$ cat config.mk
export PLATFORM = sky130hd
export DESIGN_NAME = scc_ctrl
export DESIGN_NICKNAME = d
export VERILOG_FILES = /design/src/common/scc_pkg.sv /design/src/rtl/scc_ctrl.sv
export VERILOG_INCLUDE_DIRS = /design/src /design/src/common
export SDC_FILE = /design/constraint.sdc
export NUM_CORES = 1
export LEC_CHECK = 0
export BUFFER_PORTS_ARGS = -buffer_cell sky130_fd_sc_hd__buf_2
export CAP_MARGIN = 30
export CORE_MARGIN = 3
export CORE_UTILIZATION = 45
export CTS_BUF_LIST = sky130_fd_sc_hd__clkbuf_2
export CTS_CLUSTER_SIZE = 20
export DETAILED_ROUTE_END_ITERATION = 10
export GPL_ROUTABILITY_DRIVEN = 0
export GPL_TIMING_DRIVEN = 0
export SETUP_SLACK_MARGIN = 0.02
export SYNTH_ARGS = -nofsm -noshare
export SYNTH_HDL_FRONTEND = slang
export SYNTH_SLANG_ARGS = --single-unit
$ cat constraint.sdc
create_clock -name i_core_clk -period 2.6 [get_ports i_core_clk]
set_input_delay 0.26 -clock i_core_clk [delete_from_list [all_inputs] [get_ports i_core_clk]]
set_output_delay 0.26 -clock i_core_clk [all_outputs]
set_load 0.01 [all_outputs]
$ cat src/common/scc_consts.svh
// Purpose: constants for the stop-release and subclock clock controller
// Assumes: register port offsets are word indices on a plain port
// Notes:   offsets, fields, two resets and the reset stabilisation count live here
`ifndef SCC_CONSTS_SVH
`define SCC_CONSTS_SVH

// ****************************************
// register map (word index = byte address)
// ****************************************
`define SCC_ADDR_W          4
`define SCC_OFS_CLK_CTRL    4'h0
`define SCC_OFS_STAB_SEL    4'h1
`define SCC_OFS_PSAVE       4'h2
`define SCC_OFS_PERIPH_SEL  4'h3
`define SCC_OFS_STATUS      4'h4
`define SCC_OFS_RT_BUF      4'h5
`define SCC_OFS_CONV        4'h6

// ****************************************
// fields and reset values
// ****************************************
`define SCC_CTRL_DIV_LO     0
`define SCC_CTRL_DIV_HI     2
`define SCC_CTRL_SUB_SEL    3
`define SCC_CTRL_OSC_STOP   4
`define SCC_CTRL_STOP_REQ   5
`define SCC_STAB_RESET      3'h4
`define SCC_PSAVE_RESET     3'h0
`define SCC_STAB_W          3
`define SCC_STAB_LOG2_RST   15
`define SCC_STAB_CNT_W      16

`endif

$ cat src/common/scc_pkg.sv
// Purpose: types shared by the clock controller
// Assumes: scc_consts.svh holds the numbers
// Notes:   none
package scc_pkg;

  typedef enum logic [1:0] {
    SCC_RUN,
    SCC_STOPPED,
    SCC_STABILISE
  } scc_state_t;

  typedef struct packed {
    logic       sub_sel;
    logic       osc_stop;
    logic [2:0] divider;
  } scc_clk_ctrl_t;

  typedef struct packed {
    logic csi_ext_clk;
    logic uart_a_ext_clk;
    logic rt_trig_timer;
    logic timer_in_stop;
  } scc_periph_sel_t;

  typedef struct packed {
    logic cpu_clk_en;
    logic csi_clk_en;
    logic uart_a_clk_en;
    logic uart_b_clk_en;
    logic twi_clk_en;
    logic conv_clk_en;
    logic rt_fire_en;
    logic rt_buf_wr_en;
    logic port_hold;
  } scc_gates_t;

endpackage : scc_pkg

$ cat src/rtl/scc_ctrl.sv
// Purpose: stop-release timing and subclock operation mode control
// Assumes: main and subclock are sampled levels; gating is by enables
// Notes:   one clock domain; clock source choice is an enable per edge
//
// The register addresses and the address-and-strobe port were left to the implementer.
`timescale 1ns/1ps
`include "scc_consts.svh"

module scc_ctrl #(
  parameter int STAB_LOG2_RST = `SCC_STAB_LOG2_RST
) (
  input  wire logic                   i_core_clk,
  input  wire logic                   i_rst_n,
  input  wire logic [`SCC_ADDR_W-1:0] i_addr,
  input  wire logic [7:0]             i_wdata,
  input  wire logic                   i_wr,
  input  wire logic                   i_rd,
  output logic [7:0]                  o_rdata,
  input  wire logic                   i_main_osc_tick,
  input  wire logic                   i_sub_osc_tick,
  input  wire logic                   i_nmi_req,
  input  wire logic [1:0]             i_ext_nmi_req,
  input  wire logic                   i_mask_req,
  input  wire logic                   i_watchdog_one_reset,
  input  wire logic                   i_watchdog_two_reset,
  output logic                        o_main_osc_en,
  output logic                        o_sysclk_en,
  output logic                        o_sub_active,
  output scc_pkg::scc_gates_t         o_gates
);
  import scc_pkg::*;

  // ****************************************
  // input synchronisers
  // ****************************************
  logic [5:0] sync1_r;
  logic [5:0] sync2_r;
  logic [5:0] sync_in;
  assign sync_in = {i_main_osc_tick, i_sub_osc_tick, i_nmi_req,
                    i_ext_nmi_req, i_mask_req};

  always_ff @(posedge i_core_clk or negedge i_rst_n) begin
    if (!i_rst_n) begin
      sync1_r <= 6'h00;
      sync2_r <= 6'h00;
    end else begin
      sync1_r <= sync_in;
      sync2_r <= sync1_r;
    end
  end

  logic main_tick;
  logic sub_tick;
  logic nmi_s;
  logic [1:0] ext_nmi_s;
  logic mask_s;
  assign main_tick = sync2_r[5];
  assign sub_tick  = sync2_r[4];
  assign nmi_s     = sync2_r[3];
  assign ext_nmi_s = sync2_r[2:1];
  assign mask_s    = sync2_r[0];

  // watchdog resets come from core-clock logic; treat as ordinary reset
  logic wdt_rst;
  assign wdt_rst = i_watchdog_one_reset | i_watchdog_two_reset;

  // ****************************************
  // registers
  // ****************************************
  scc_clk_ctrl_t            ctrl_r;
  logic [`SCC_STAB_W-1:0]   stab_sel_r;
  logic [2:0]               psave_r;
  scc_periph_sel_t          periph_r;
  logic [7:0]               rt_buf_r;
  logic [1:0]               conv_r;
  scc_state_t               state_r;
  logic                     from_reset_r;
  logic                     stop_wr;

  assign stop_wr = i_wr && (i_addr == `SCC_OFS_CLK_CTRL) &&
                   i_wdata[`SCC_CTRL_STOP_REQ];

  always_ff @(posedge i_core_clk or negedge i_rst_n) begin
    if (!i_rst_n) begin
      ctrl_r <= '0;
    end else if (wdt_rst) begin
      ctrl_r <= '0;
    end else if (i_wr && i_addr == `SCC_OFS_CLK_CTRL &&
                 state_r == SCC_RUN) begin
      ctrl_r.divider  <= i_wdata[`SCC_CTRL_DIV_HI:`SCC_CTRL_DIV_LO];
      ctrl_r.sub_sel  <= i_wdata[`SCC_CTRL_SUB_SEL];
      ctrl_r.osc_stop <= i_wdata[`SCC_CTRL_OSC_STOP];
    end
  end

  always_ff @(posedge i_core_clk or negedge i_rst_n) begin
    if (!i_rst_n) begin
      stab_sel_r <= `SCC_STAB_RESET;
      psave_r    <= `SCC_PSAVE_RESET;
      periph_r   <= '0;
      conv_r     <= 2'h0;
    end else if (wdt_rst) begin
      stab_sel_r <= `SCC_STAB_RESET;
      psave_r    <= `SCC_PSAVE_RESET;
      periph_r   <= '0;
      conv_r     <= 2'h0;
    end else if (i_wr && state_r == SCC_RUN) begin
      // register writes ignored while stopped: state is retained
      case (i_addr)
        `SCC_OFS_STAB_SEL:   stab_sel_r <= i_wdata[`SCC_STAB_W-1:0];
        `SCC_OFS_PSAVE:      psave_r    <= i_wdata[2:0];
        `SCC_OFS_PERIPH_SEL: periph_r   <= i_wdata[3:0];
        `SCC_OFS_CONV:       conv_r     <= i_wdata[1:0];
        default: ;
      endcase
    end
  end

  // real-time output buffer: only the processor writes it
  // the registered gate lags by a cycle, so the state itself decides
  always_ff @(posedge i_core_clk or negedge i_rst_n) begin
    if (!i_rst_n) begin
      rt_buf_r <= 8'h00;
    end else if (i_wr && i_addr == `SCC_OFS_RT_BUF &&
                 state_r == SCC_RUN) begin
      rt_buf_r <= i_wdata;
    end
  end

  // ****************************************
  // stop / stabilisation sequencer
  // ****************************************
  logic wake;
  // masked sources never release stop
  assign wake = (nmi_s) || (ext_nmi_s[0] && !psave_r[0]) ||
                (ext_nmi_s[1] && !psave_r[1]) || (mask_s && !psave_r[2]);

  logic [`SCC_STAB_CNT_W-1:0] stab_cnt_r;
  logic [`SCC_STAB_CNT_W-1:0] stab_target;
  logic [4:0]                 stab_log2;

  // interrupt release uses programmed interval, reset the default
  always_comb begin
    case (stab_sel_r)
      3'h0:    stab_log2 = 5'h0D;
      3'h1:    stab_log2 = 5'h0E;
      3'h2:    stab_log2 = 5'h0F;
      3'h3:    stab_log2 = 5'h10;
      3'h4:    stab_log2 = 5'(STAB_LOG2_RST);
      default: stab_log2 = 5'(STAB_LOG2_RST);
    endcase
    if (from_reset_r)
      stab_log2 = 5'(STAB_LOG2_RST);
    stab_target = `SCC_STAB_CNT_W'((17'h1 << stab_log2) - 17'h1);
  end

  always_ff @(posedge i_core_clk or negedge i_rst_n) begin
    if (!i_rst_n) begin
      state_r      <= SCC_STABILISE; // reset release waits too
      from_reset_r <= 1'b1;
      stab_cnt_r   <= '0;
    end else if (wdt_rst) begin
      state_r      <= SCC_STABILISE;
      from_reset_r <= 1'b1;
      stab_cnt_r   <= '0;
    end else begin
      case (state_r)
        SCC_RUN: begin
          if (stop_wr) begin
            state_r <= SCC_STOPPED;
          end
        end
        SCC_STOPPED: begin
          if (wake) begin
            state_r      <= SCC_STABILISE;
            from_reset_r <= 1'b0;
            stab_cnt_r   <= '0;
          end
        end
        SCC_STABILISE: begin
          // counts restarted main oscillator ticks
          if (main_tick) begin
            if (stab_cnt_r == stab_target) begin
              state_r <= SCC_RUN;
            end else begin
              stab_cnt_r <= stab_cnt_r + 1'b1;
            end
          end
        end
        default: state_r <= SCC_RUN;
      endcase
    end
  end

  // ****************************************
  // clock source and gating
  // ****************************************
  logic running;
  logic stopped;
  assign running = (state_r == SCC_RUN);
  assign stopped = (state_r == SCC_STOPPED);

  // source change takes effect only at a tick boundary, so no runt pulse
  logic sub_src_r;
  always_ff @(posedge i_core_clk or negedge i_rst_n) begin
    if (!i_rst_n) begin
      sub_src_r <= 1'b0;
    end else if (wdt_rst) begin
      // safe without a boundary: clocks stay gated while restabilising
      sub_src_r <= 1'b0;
    end else if (sub_src_r ? sub_tick : main_tick) begin
      sub_src_r <= ctrl_r.sub_sel;
    end
  end

  logic sys_tick;
  assign sys_tick = sub_src_r ? sub_tick : main_tick;

  always_ff @(posedge i_core_clk or negedge i_rst_n) begin
    if (!i_rst_n) begin
      o_sysclk_en   <= 1'b0;
      o_main_osc_en <= 1'b1;
      o_sub_active  <= 1'b0;
    end else begin
      o_sysclk_en   <= running && sys_tick;
      // oscillator off while stopped, or by software in subclock mode
      o_main_osc_en <= !stopped && !(ctrl_r.osc_stop && sub_src_r);
      o_sub_active  <= sub_src_r;
    end
  end

  always_ff @(posedge i_core_clk or negedge i_rst_n) begin
    if (!i_rst_n) begin
      o_gates <= '0;
    end else begin
      o_gates.cpu_clk_en    <= running;
      o_gates.csi_clk_en    <= running || periph_r.csi_ext_clk;
      o_gates.uart_a_clk_en <= running || periph_r.uart_a_ext_clk;
      o_gates.uart_b_clk_en <= running;
      o_gates.twi_clk_en    <= running;
      o_gates.conv_clk_en   <= running && conv_r != 2'h0;
      o_gates.rt_fire_en    <= running ||
                               (periph_r.rt_trig_timer &&
                                periph_r.timer_in_stop);
      o_gates.rt_buf_wr_en  <= running;
      o_gates.port_hold     <= !running;
    end
  end

  // ****************************************
  // read port
  // ****************************************
  always_ff @(posedge i_core_clk or negedge i_rst_n) begin
    if (!i_rst_n) begin
      o_rdata <= 8'h00;
    end else if (i_rd) begin
      case (i_addr)
        `SCC_OFS_CLK_CTRL:   o_rdata <= {3'h0, ctrl_r.osc_stop,
                                         ctrl_r.sub_sel, ctrl_r.divider};
        `SCC_OFS_STAB_SEL:   o_rdata <= {5'h00, stab_sel_r};
        `SCC_OFS_PSAVE:      o_rdata <= {5'h00, psave_r};
        `SCC_OFS_PERIPH_SEL: o_rdata <= {4'h0, periph_r};
        `SCC_OFS_STATUS:     o_rdata <= {4'h0, from_reset_r, sub_src_r,
                                         state_r};
        `SCC_OFS_RT_BUF:     o_rdata <= rt_buf_r;
        `SCC_OFS_CONV:       o_rdata <= {6'h00, conv_r};
        default:             o_rdata <= 8'h00;
      endcase
    end else begin
      o_rdata <= 8'h00;
    end
  end

  // ****************************************
  // checks
  // ****************************************
  property p_stop_gates;
    @(posedge i_core_clk) disable iff (!i_rst_n)
    stopped |=> !o_gates.cpu_clk_en && !o_gates.twi_clk_en;
  endproperty
  a_stop_gates: assert property (p_stop_gates)
    else $error("clocks not gated in stop");

  property p_masked_no_wake;
    @(posedge i_core_clk) disable iff (!i_rst_n)
    stopped && !wake && !wdt_rst |=> stopped;
  endproperty
  a_masked_no_wake: assert property (p_masked_no_wake)
    else $error("stop left without request");

  property p_wake_stab;
    @(posedge i_core_clk) disable iff (!i_rst_n)
    stopped && wake && !wdt_rst |=> state_r == SCC_STABILISE;
  endproperty
  a_wake_stab: assert property (p_wake_stab)
    else $error("release skipped stabilisation");

  property p_reset_default;
    @(posedge i_core_clk) disable iff (!i_rst_n)
    wdt_rst |=> from_reset_r && state_r == SCC_STABILISE;
  endproperty
  a_reset_default: assert property (p_reset_default)
    else $error("reset release not like reset");

  property p_no_clk_in_stab;
    @(posedge i_core_clk) disable iff (!i_rst_n)
    state_r == SCC_STABILISE |=> !o_sysclk_en;
  endproperty
  a_no_clk_in_stab: assert property (p_no_clk_in_stab)
    else $error("clock supplied during stabilisation");

  property p_port_hold;
    @(posedge i_core_clk) disable iff (!i_rst_n)
    stopped |=> o_gates.port_hold;
  endproperty
  a_port_hold: assert property (p_port_hold)
    else $error("ports not held in stop");

  property p_rt_buf;
    @(posedge i_core_clk) disable iff (!i_rst_n)
    !running |=> $stable(rt_buf_r);
  endproperty
  a_rt_buf: assert property (p_rt_buf)
    else $error("rt buffer changed while stopped");

  property p_src_on_tick;
    @(posedge i_core_clk) disable iff (!i_rst_n)
    $changed(sub_src_r) |-> $past(sys_tick) || $past(wdt_rst);
  endproperty
  a_src_on_tick: assert property (p_src_on_tick)
    else $error("source switched off boundary");

  property p_wdt_sub_exit;
    @(posedge i_core_clk) disable iff (!i_rst_n)
    wdt_rst |-> ##2 !o_sub_active;
  endproperty
  a_wdt_sub_exit: assert property (p_wdt_sub_exit)
    else $error("subclock kept after watchdog reset");

  property p_osc_stop_halts;
    @(posedge i_core_clk) disable iff (!i_rst_n)
    ctrl_r.osc_stop && sub_src_r |=> !o_main_osc_en;
  endproperty
  a_osc_stop_halts: assert property (p_osc_stop_halts)
    else $error("main oscillator left running");

  property p_uart_b_stop;
    @(posedge i_core_clk) disable iff (!i_rst_n)
    stopped |=> !o_gates.uart_b_clk_en && !o_gates.conv_clk_en;
  endproperty
  a_uart_b_stop: assert property (p_uart_b_stop)
    else $error("channel clock running in stop");

endmodule : scc_ctrl

# After elaboration in Yosys (flattened, before gate mapping)
# Cells that the tools add are included.
[totals]
regBits = 74
output_inout_bits = 20
wordCells = 129
[classes]
n_addsub = 2
eq_ne = 16
shift = 1
n_bitwise = 1
mux = 35
reduce_logical = 47
[ops]
columns = ["cell", "n"]
rows = [
  ["16-bit two-way mux", 4],
  ["8-bit case mux with 7 select lines", 1],
  ["16-bit case mux with 2 select lines", 1],
  ["2-bit nonzero test", 10],
  ["3-bit two-way mux", 6],
  ["16-bit by 1-bit adder with 16-bit output (second input constant)", 1],
  ["16-bit equality test", 1],
  ["2-bit two-way mux", 8],
  ["1-bit by 5-bit << shifter with 16-bit output (first input constant)", 1],
  ["16-bit by 1-bit subtractor with 16-bit output (second input constant)", 1],
  ["5-bit two-way mux", 3],
  ["3-bit != test (second input constant)", 5],
  ["5-bit case mux with 3 select lines", 1],
  ["1-bit logical AND", 14],
  ["4-bit by 3-bit equality test with 1-bit output (second input constant)", 3],
  ["4-bit two-way mux", 3],
  ["2-bit AND reduction", 5],
  ["4-bit by 2-bit equality test with 1-bit output (second input constant)", 2],
  ["8-bit two-way mux", 1],
  ["4-bit AND reduction", 2],
  ["1-bit zero test", 6],
  ["1-bit logical OR", 6],
  ["1-bit two-way mux", 6],
  ["2-bit case mux with 3 select lines", 1],
  ["other kinds (10)", 10],
]

# Longest topological paths before layout
# Gate-level depths: netlist (run 1).
[depth]
word_depth = 10
ltp_mapped = 9

# Worst setup path before layout (run 1)
# OpenSTA, ideal clock, no wires.
[synth_timing]
path_type = "reg-to-reg"
startpoint = "reg from_reset_r"
endpoint = "reg stab_cnt_r[8]"
required_time_ns = 2.508
n_path_buf = 2
t_arrival_ns = 1.785
stages_incl_launch_ff = 9
path_slack_ns = 0.723
path_cell_list = "dfstp_2 > nor3_1 > and4_1 > nor3_2 > o21ai_4 > or2_1 > buf_6 > buf_12 > o31ai_2"
[synth_between]
elab_chain_cells = 6
[synth_rtl]
columns = ["element", "line_no", "source"]
rows = [
  ["start: declaration", "scc_ctrl.sv:77", "logic from_reset_r;"],
  ["start signal: assignment", "scc_ctrl.sv:160", "from_reset_r <= 1'b1;"],
  ["start signal: assignment", "scc_ctrl.sv:164", "from_reset_r <= 1'b1;"],
  ["start signal: assignment", "scc_ctrl.sv:176", "from_reset_r <= 1'b0;"],
  ["5-bit two-way mux", "scc_ctrl.sv:152", "if (from_reset_r)"],
  ["1-bit by 5-bit << shifter with 16-bit output", "scc_ctrl.sv:154", "stab_target = `SCC_STAB_CNT_W'((17'h1 << stab_log2) - 17'h1);"],
  ["16-bit by 1-bit subtractor with 16-bit output", "scc_ctrl.sv:154", ""],
  ["16-bit equality test", "scc_ctrl.sv:183", "if (stab_cnt_r == stab_target) begin"],
  ["3-bit != test (no source line)", "-", ""],
  ["4-bit AND reduction (no source line)", "-", ""],
  ["end signal: assignment", "scc_ctrl.sv:186", "stab_cnt_r <= stab_cnt_r + 1'b1;"],
  ["end: declaration", "scc_ctrl.sv:138", "logic [`SCC_STAB_CNT_W-1:0] stab_cnt_r;"],
]
# No other way between the ends.
# A chain may end at the register's enable or synchronous reset.

# Worst setup path in the final report (run 1)
[layout_timing]
startpoint = "reg state_r[1]"
endpoint = "reg stab_cnt_r[7]"
[layout_between]
elab_chain_cells = 3
[layout_rtl]
columns = ["element", "line_no", "source"]
rows = [
  ["start: declaration", "scc_ctrl.sv:76", "scc_state_t state_r;"],
  ["start signal: assignment", "scc_ctrl.sv:159", "state_r <= SCC_STABILISE;"],
  ["start signal: assignment", "scc_ctrl.sv:163", "state_r <= SCC_STABILISE;"],
  ["start signal: assignment", "scc_ctrl.sv:170", "state_r <= SCC_STOPPED;"],
  ["2-bit equality test / 2-bit by 1-bit equality test with 1-bit output (equally long branches)", "scc_ctrl.sv:167", "case (state_r)"],
  ["3-bit != test (no source line), or another cell as far along", "-", ""],
  ["4-bit AND reduction (no source line) / 16-bit two-way mux (equally long branches)", "-", ""],
]
# Parallel ways exist; a longest one is shown, timed or not.

==> results of run 1 <==
-- power groups by stage --
stage	registers (mW)	logic (mW)	clock network (mW)
after floorplan	1.21	0.0875	0
after detailed placement	1.22	0.169	0
final	1.20	0.185	0.581
after global routing	1.20	0.208	0.662
after global placement	1.21	0.163	0
after CTS	1.20	0.186	0.601
-- cell type report --
class,instances,area share
Sequential cell,74,0.462
Multi-Input combinational cell,221,0.357
Timing Repair Buffer,57,0.0959
Tap cell,99,0.0308
Buffer,16,0.0262
Clock inverter,7,0.0146
Clock buffer,9,0.0112
Inverter,2,0.00187
-- worst min-delay path by stage --
stage | slack, ns | endpoint | from
3_5_place_dp | 0.16 | o_gates[1]$_DFF_PN0_ | i_rst_n
2_1_floorplan | -0.04 | conv_r[0]$_DFFE_PN0P_ | i_rst_n
5_1_grt | 0.02 | periph_r[2]$_DFFE_PN0P_ | i_wdata[2]
4_1_cts | 0.04 | stab_cnt_r[1]$_DFFE_PN0P_ | i_watchdog_two_reset
3_3_place_gp | 0.33 | sync2_r[4]$_DFF_PN0_ | sync1_r[4]$_DFF_PN0_
6_report | 0.07 | rt_buf_r[1]$_DFFE_PN0P_ | i_wdata[1]
-- placed cells by master (no fill, tap or decap), drive strengths merged, types with 8 or more instances in the layout --
cell,netlist,routed
nand3,20,20
nand2,16,16
dfrtp,70,70
a31oi,8,8
mux2i,23,23
mux2,9,9
o31ai,10,10
nor2b,8,8
dlygate4sd3,0,15
clkbuf,6,15
nor2,41,41
o21ai,24,24
and3,9,9
buf,10,52
-- logic make-up after synthesis --
group                    count (synthesis)  share of synthesized area
AND/OR/NAND/NOR                        123                      0.183
flip-flops                              74                      0.546
adder cells (fa/ha/maj)                  2                    0.00735
XOR/XNOR                                 3                    0.00772
multiplexers                            32                     0.0975
AO/OA/AOI/OAI                           59                      0.124
buffers and inverters                   18                     0.0331
other                                    1                    0.00110
-- registers in the layout (all words and copies together), names as in the netlist, 4 cells and up --
signal	flops
ctrl_r	5
rt_buf_r	8
o_rdata	8
o_gates	6
sync1_r	6
sync2_r	6
stab_cnt_r	16
periph_r	4
-- per-stage QoR --
| stage | setup slack (ns) | instances | util | hold slack (ns) |
|---|---|---|---|---|
| 2_1_floorplan | 0.723 | 313 | - | -0.0356 |
| 3_3_place_gp | 0.304 | 453 | 0.512 | 0.334 |
| 3_5_place_dp | 0.343 | 454 | 0.516 | 0.159 |
| 4_1_cts | 0.422 | 485 | 0.551 | 0.0411 |
| 5_1_grt | 0.229 | 485 | 0.551 | 0.0193 |
| 6_report | 0.429 | 485 | 0.551 | 0.0727 |
-- routing by layer --
metal | track usage | vias to the layer above
li1 | - | 1272
met1 | 0.237 | 1285
met2 | 0.319 | 87
met3 | 0.0512 | 12
met4 | 0.0476 | 0
met5 | 0 | -
-- worst max-delay path, delay by kind of cell, from the launching register on --
kind	cells	cell delay (ns)
flip-flops	1	0.62
AND/OR/NAND/NOR	3	0.72
AO/OA/AOI/OAI	3	0.61
buffers and inverters	1	0.14
==> impl_metrics.json, run 1 <==
{
  "status": "finished clean",
  "grt_pass1_wl_um": 12900,
  "synth_edf_count": 0,
  "dr.pass1.iters": 4,
  "num_io_pins": 44,
  "cts_post_setup_buffers_inserted": 0,
  "netSwitchingPower_uw": 560,
  "synth_top_area_frac": 0.515,
  "h-tree-depth": 3,
  "yosys.area.top_type": "dfrtp_1",
  "yosysSeqAreaShare": 0.546,
  "yosysMostFrequentCell": "dfrtp_1",
  "end_kind": "flop",
  "drtAntennaViolNets": 0,
  "drive_gt1_frac": 0.246,
  "dpl_cell_area_um2": 3760,
  "grt_start_max_net_pins": 56,
  "ctsResizeCount": 0,
  "antenna_found_initial": 0,
  "grt_pass1_vias": 2620,
  "cellLeakagePower_nw": 1.95,
  "ctsHoldBuffers": 15,
  "io_buffers": 41,
  "clock_skew_ns": 0.0173,
  "irDropWorstVdd_mv": 0.352,
  "hold_violations": 0,
  "syn_area_per_cell_um2": 10.9,
  "tns_ns": 0,
  "tightest_slew_ns": 0.665,
  "diodes": 0,
  "internal_power_mw": 1.40,
  "drtIter0Drc": 179,
  "wl_met1_um": 3190,
  "synth_seq_cells": 74,
  "fmax_mhz": 461,
  "start_util": 0.467,
  "wl_met3_um": 427,
  "cts_tree": "yes",
  "reg2reg_from": "state_r[1]$_DFFE_PN1P_",
  "cp.arrival_ns": 2.59,
  "cts_inserted_buffers": 9,
  "vias_per_cell": 5.48,
  "routed_wl_um": 7310,
  "yosysWarnings": 0,
  "cts_buffer_depth": 2,
  "clock_sinks": 74,
  "cp_slowest_cell": "dfstp_2",
  "wl_per_cell_um": 15.1,
  "crit_end": "stab_cnt_r[7]$_DFFE_PN0P_",
  "nets": 407,
  "worst-setup-path-type": "flop to flop",
  "num-fill-cells": 677,
  "cts_root_buffer": "clkbuf_2",
  "grtUsageTotal": 0.188,
  "die_w_um": 93.0,
  "maxCapViolCount": 0,
  "p_comb_frac": 0.094,
  "fin_crit_ns": 2.17,
  "finalInstanceArea_um2": 4020,
  "slew_headroom": 0.556,
  "worstSkewPairLatency_ns": 0.51,
  "cpPeakStageDelay_ns": 0.62,
  "synth_common_cells": "dfrtp_1 (70), nor2_1 (41), mux2i_1 (23)",
  "reg2reg_depth": 7,
  "worstSetupStartpoint": "state_r[1]$_DFFE_PN1P_",
  "cts.clk_slew.worst_paths_ns": 0.23,
  "start_kind": "flop",
  "syn-cell-area_um2": 3400,
  "clockPowerShare": 0.296,
  "drv_slew": 0,
  "fp.coreArea_um2": 7290,
  "holdPathStages": 2,
  "ys_types": 49,
  "fp-row-count": 31,
  "die_area_um2": 8640,
  "layout-area-overhead-vs-synth_pct": 18.1,
  "gr-total-overflow": 0,
  "pwr-share-seq": 0.609,
  "async_reset_ff_frac": 1.00,
  "r2r_end": "stab_cnt_r[7]$_DFFE_PN0P_",
  "holdCritPathClass": "primary input to flop",
  "power.density_nw_per_um2": 488,
  "seq_area_um2": 1860,
  "multi_input_area_um2": 1440,
  "rsz0062_at_grt": "false",
  "route.detailed.drc": 0,
  "switching_share": 0.286,
  "cp_cell_sequence": "nor2b_1 -> a21oi_1 -> nand2_1 -> o21ai_4 -> or2_1 -> buf_6 -> o41ai_1",
  "ys.flop_type": "dfrtp_1",
  "top_layer": "met4",
  "setup_violations": 0,
  "via_count": 2656,
  "synth_cells": 312,
  "crit_required_ns": 3.02,
  "wl_met2_um": 3580,
  "ys_top_cells_by_area": "dfrtp_1 (51%), mux2i_1 (6.8%), nor2_1 (4.5%)",
  "cp_max_fo": 10,
  "p_total_mw": 1.96,
  "dieHeight_um": 93.0,
  "hpwl_um": 5200,
  "reg2reg_slack_ns": 0.43,
  "period_share": 0.835
}
Note: power is estimated with default switching activity, not from simulation.
==> run 2, diff against run 1 <==
--- a/config.mk
+++ b/config.mk
@@ -15,6 +15,7 @@
 export DETAILED_ROUTE_END_ITERATION = 10
 export GPL_ROUTABILITY_DRIVEN = 0
 export GPL_TIMING_DRIVEN = 0
+export PLACE_DENSITY = 0.67
 export SETUP_SLACK_MARGIN = 0.02
 export SYNTH_ARGS = -nofsm -noshare
 export SYNTH_HDL_FRONTEND = slang
==> constraint.sdc (replaced) <==
create_clock -name i_core_clk -period 1.9 [get_ports i_core_clk]
set_input_delay 0.19 -clock i_core_clk [delete_from_list [all_inputs] [get_ports i_core_clk]]
set_output_delay 0.19 -clock i_core_clk [all_outputs]
set_load 0.01 [all_outputs]
==> impl_metrics.json, run 2 (same netlist as run 1, synthesis figures left out) <==
{
  "status": "finished, violations left",
  "violations": "setup timing",
  "start_kind": "flop",
  "cellLeakagePower_nw": 2.06,
  "fin_crit_ns": 2.01,
  "tightest_slew_ns": 0.751,
  "maxCapViolCount": 0,
  "clock_skew_ns": 0.0314,
  "routed_wl_um": 7830,
  "crit_end": "stab_cnt_r[0]$_DFFE_PN0P_",
  "place_ws_ns": -0.283,
  "crit_required_ns": 2.36,
  "cts_root_buffer": "clkbuf_2",
  "cp_max_fo": 7,
  "die_area_um2": 8640,
  "io_buffers": 41,
  "fp-row-count": 31,
  "irDropWorstVdd_mv": 0.418,
  "num_io_pins": 44,
  "layout_commonest_cell": "dfrtp_1",
  "drtAntennaViolNets": 0,
  "num-fill-cells": 657,
  "gr-total-overflow": 0,
  "worstSkewPairLatency_ns": 0.52,
  "reg2reg_from": "stab_sel_r[2]$_DFFE_PN1P_",
  "drtIter0Drc": 121,
  "tns_ns": -1.01,
  "die_w_um": 93.0,
  "reg2reg_slack_ns": -0.11,
  "grt_pass1_wl_um": 12700,
  "layout-area-overhead-vs-synth_pct": 26.3,
  "grt_pass1_vias": 2647,
  "h-tree-depth": 3,
  "reg_top3": "stab_cnt_r x16, o_rdata x8, rt_buf_r x8",
  "reg2reg_depth": 9,
  "holdCritPathClass": "primary input to async pin",
  "grt_start_max_net_pins": 51,
  "dr.pass1.iters": 7,
  "slew_headroom": 0.498,
  "worst-setup-path-type": "flop to flop",
  "hpwl_um": 5070,
  "clock_sinks": 74,
  "cts_tree": "yes",
  "start_util": 0.467,
  "cts.clk_slew.worst_paths_ns": 0.23,
  "final_cell_mix": "dfrtp_1 (64), buf_2 (41), nor2_1 (40)",
  "top_register": "stab_cnt_r",
  "fp.coreArea_um2": 7290,
  "drv_slew": 0,
  "hold_ws_ns": 0.0784,
  "power.density_nw_per_um2": 626,
  "end_kind": "flop",
  "diodes": 0,
  "hold_violations": 0,
  "cts_buffer_depth": 2,
  "largest_register_ff_count": 16,
  "nets": 424,
  "via_count": 2726,
  "rsz0062_at_grt": "true",
  "cp.arrival_ns": 2.47,
  "wl_per_cell_um": 15.6,
  "worstSetupStartpoint": "stab_sel_r[2]$_DFFE_PN1P_",
  "finalWorstSetupSlack_ns": -0.111,
  "fmax_mhz": 497,
  "drive_gt1_frac": 0.313,
  "r2r_end": "stab_cnt_r[0]$_DFFE_PN0P_",
  "period_share": 1.06,
  "route.detailed.drc": 0,
  "cts_inserted_buffers": 9,
  "vias_per_cell": 5.43,
  "antenna_found_initial": 0,
  "setup_violations": 12,
  "grtUsageTotal": 0.187,
  "dieHeight_um": 93.0
}
==> run 2: cell types whose count changed in the layout (fill, tap and decap cells not counted), moves of 6 or more <==
cell     previous run  this run
dfrtp_2             0         6
o31ai_4             0         6
o21ai_1             1         7
o21ai_0            19        13
o31ai_2             7         1
buf_4               4        17
dfrtp_1            70        64
==> run 2: cell type report <==
cell class	count	area, um^2	area share
Sequential cell	74	1860	0.434
Multi-Input combinational cell	221	1540	0.359
Timing Repair Buffer	75	558	0.130
Tap cell	99	124	0.0288
Buffer	15	109	0.0253
Clock buffer	10	50.0	0.0116
Clock inverter	6	43.8	0.0102
Inverter	2	7.51	0.00175
==> run 2: worst min path at each step <==
stage	cells past startpoint	to	slack (ns)
after floorplan	0	conv_r[0]$_DFFE_PN0P_	-0.11
after CTS	2	periph_r[3]$_DFFE_PN0P_	0.05
final	2	periph_r[3]$_DFFE_PN0P_	0.08
after global placement	1	sync1_r[4]$_DFF_PN0_	0.30
after detailed placement	1	periph_r[3]$_DFFE_PN0P_	0.12
after global routing	2	o_gates[1]$_DFF_PN0_	0.04
==> run 2: power by group <==
part	switching [mW]	internal (mW)	leakage (nW)
clock network	0.579	0.177	0.0506
registers	0.0196	1.62	0.972
logic	0.158	0.138	1.04
==> run 2: timing repair <==
action                                  in CTS  in global routing
hold buffers                                18                  0
pin swaps                                    5                  6
gates cloned                                 0                  1
hold endpoints to repair                   104                  0
endpoints found under the setup margin      24                 39
buffers inserted                             9                  5
resized for setup                           12                 19
==> run 2: metal layers <==
layer	GRT usage	wire [um]
met5	0	0
met4	0.0708	97
met3	0.0496	478
met2	0.293	3790
met1	0.249	3460
==> run 2: worst max-delay path, cell delays in order (launching register included) <==
cell,delay (ns)
dfstp_2,0.60
and4bb_2,0.26
xnor2_2,0.14
nand4_1,0.15
o21ai_4,0.08
or2_1,0.22
buf_6,0.15
clkbuf_16,0.16
buf_12,0.12
o21ai_2,0.10
==> run 2: metrics by stage <==
| stage | total power, mW | util | area (um^2) | instances |
|---|---|---|---|---|
| 2_1_floorplan | 1.78 | - | 3410 | 313 |
| 3_3_place_gp | 1.88 | 0.512 | 3730 | 453 |
| 3_5_place_dp | 1.90 | 0.516 | 3760 | 454 |
| 4_1_cts | 2.69 | 0.571 | 4160 | 496 |
| 5_1_grt | 2.82 | 0.589 | 4300 | 502 |
| 6_report | 2.69 | 0.589 | 4300 | 502 |
==> run 3, diff against run 2 <==
--- a/config.mk
+++ b/config.mk
@@ -17,6 +17,7 @@
 export GPL_TIMING_DRIVEN = 0
 export PLACE_DENSITY = 0.67
 export SETUP_SLACK_MARGIN = 0.02
+export SKIP_CTS_REPAIR_TIMING = 1
 export SYNTH_ARGS = -nofsm -noshare
 export SYNTH_HDL_FRONTEND = slang
 export SYNTH_SLANG_ARGS = --single-unit
==> impl_metrics.json, run 3 (same netlist as run 1, synthesis figures left out) <==
{
  "min_from": "i_watchdog_two_reset",
  "multi_input_area_um2": 1560,
  "tns_ns": -1.05,
  "grt_pass1_vias": 2466,
  "status": "finished, violations left",
  "h-tree-depth": 3,
  "rsz0062_at_grt": "true",
  "routed_wl_um": 7780,
  "cts_tree": "yes",
  "drive_gt1_frac": 0.326,
  "reg2reg_depth": 8,
  "clockPowerShare": 0.282,
  "final_cell_mix": "dfrtp_1 (64), buf_2 (42), nor2_1 (40)",
  "setup_violations": 14,
  "drtIter0Drc": 158,
  "cts_buffer_depth": 2,
  "hpwl_um": 5070,
  "gr-total-overflow": 0,
  "reg2reg_slack_ns": -0.11,
  "cp.arrival_ns": 2.45,
  "die_area_um2": 8640,
  "route.detailed.drc": 0,
  "start_kind": "flop",
  "fmax_mhz": 498,
  "clock_skew_ns": 0.0359,
  "maxCapViolCount": 0,
  "worst-setup-path-type": "flop to flop",
  "drv_slew": 0,
  "fin_crit_ns": 2.01,
  "largest_register_ff_count": 16,
  "drtAntennaViolNets": 0,
  "worstHoldEndpoint": "stab_sel_r[2]$_DFFE_PN1P_",
  "top_register": "stab_cnt_r",
  "wl_per_cell_um": 15.4,
  "cts_inserted_buffers": 9,
  "end_kind": "flop",
  "hold_violations": 1,
  "start_util": 0.467,
  "nets": 426,
  "diodes": 0,
  "cellLeakagePower_nw": 2.07,
  "grtUsageTotal": 0.179,
  "r2r_end": "stab_cnt_r[15]$_DFFE_PN0P_",
  "netSwitchingPower_uw": 759,
  "p_comb_frac": 0.110,
  "irDropWorstVdd_mv": 0.421,
  "die_w_um": 93.0,
  "cp_max_fo": 7,
  "tightest_slew_ns": 0.736,
  "seq_area_um2": 1860,
  "dieHeight_um": 93.0,
  "worstSkewPairLatency_ns": 0.53,
  "holdCritPathClass": "primary input to flop",
  "violations": "hold timing, setup timing",
  "cts_root_buffer": "clkbuf_2",
  "fp.coreArea_um2": 7290,
  "period_share": 1.06,
  "finalWorstSetupSlack_ns": -0.107,
  "cts.clk_slew.worst_paths_ns": 0.21,
  "pwr-share-seq": 0.608,
  "place_ws_ns": -0.283,
  "layout-area-overhead-vs-synth_pct": 26.8,
  "num-fill-cells": 655,
  "num_io_pins": 44,
  "via_count": 2720,
  "dr.pass1.iters": 5,
  "grt_pass1_wl_um": 12100,
  "vias_per_cell": 5.40,
  "power.density_nw_per_um2": 624,
  "holdPathStages": 3,
  "hold_ws_ns": -0.0604,
  "antenna_found_initial": 0,
  "internal_power_mw": 1.93,
  "layout_commonest_cell": "dfrtp_1",
  "fp-row-count": 31,
  "clock_sinks": 74,
  "io_buffers": 41,
  "reg2reg_from": "from_reset_r$_DFFE_PN1P_",
  "reg_top3": "stab_cnt_r x16, o_rdata x8, rt_buf_r x8",
  "grt_start_max_net_pins": 51,
  "slew_headroom": 0.508,
  "switching_share": 0.282,
  "crit_required_ns": 2.35
}
-- run 3: changes by cell type in the layout (fill, tap and decap cells not counted), sizes merged --
cell | previous run | this run
buf | 65 | 67
-- run 3: layout make-up --
| class | count | area share |
|---|---|---|
| Clock buffer | 10 | 0.0116 |
| Tap cell | 99 | 0.0287 |
| Timing Repair Buffer | 77 | 0.129 |
| Sequential cell | 74 | 0.432 |
| Clock inverter | 6 | 0.0102 |
| Inverter | 2 | 0.00174 |
| Buffer | 15 | 0.0252 |
| Multi-Input combinational cell | 221 | 0.361 |
-- run 3: worst max-delay path, stage by stage, from the launching register on --
cell and delay (ns):
dfstp_2 0.61, and4bb_2 0.25, xnor2_2 0.13, nand4_1 0.12, o21ai_4 0.10, or2_1 0.22
buf_6 0.15, clkbuf_16 0.16, o31ai_2 0.20
-- run 3: per-stage QoR --
step           instances  total power [mW]  hold slack (ns)  utilization  instance area [um^2]
2_1_floorplan        313              1.78           -0.106            -                  3410
4_1_cts              470              2.65           -0.501        0.529                  3860
5_1_grt              504              2.82          -0.0777        0.591                  4310
6_report             504              2.69          -0.0604        0.591                  4310
3_3_place_gp         453              1.88            0.299        0.512                  3730
3_5_place_dp         454              1.90            0.122        0.516                  3760
-- run 3: power groups by stage --
stage / registers, mW / clock network (mW) / logic (mW)
6_report: 1.64 / 0.758 / 0.296
5_1_grt: 1.64 / 0.856 / 0.325
4_1_cts: 1.64 / 0.780 / 0.234
3_5_place_dp: 1.66 / 0 / 0.233
3_3_place_gp: 1.66 / 0 / 0.222
2_1_floorplan: 1.66 / 0 / 0.120
-- run 3: worst max path at each step --
stage,startpoint,end,slack [ns],depth (start not counted)
3_5_place_dp,state_r[1]$_DFFE_PN1P_,stab_cnt_r[6]$_DFFE_PN0P_,-0.28,8
6_report,from_reset_r$_DFFE_PN1P_,stab_cnt_r[15]$_DFFE_PN0P_,-0.11,8
4_1_cts,state_r[1]$_DFFE_PN1P_,stab_cnt_r[6]$_DFFE_PN0P_,-0.34,8
2_1_floorplan,from_reset_r$_DFFE_PN1P_,stab_cnt_r[8]$_DFFE_PN0P_,0.02,8
3_3_place_gp,i_addr[0],rt_buf_r[7]$_DFFE_PN0P_,-0.27,5
5_1_grt,stab_sel_r[2]$_DFFE_PN1P_,stab_cnt_r[8]$_DFFE_PN0P_,-0.19,8
-- run 3: routing by layer --
metal / vias to the layer above / GRT usage / routed length [um]
li1: 1302 / - / -
met1: 1310 / 0.242 / 3430
met2: 101 / 0.277 / 3750
met3: 7 / 0.0406 / 532
met4: 0 / 0.0769 / 76
met5: - / 0 / 0
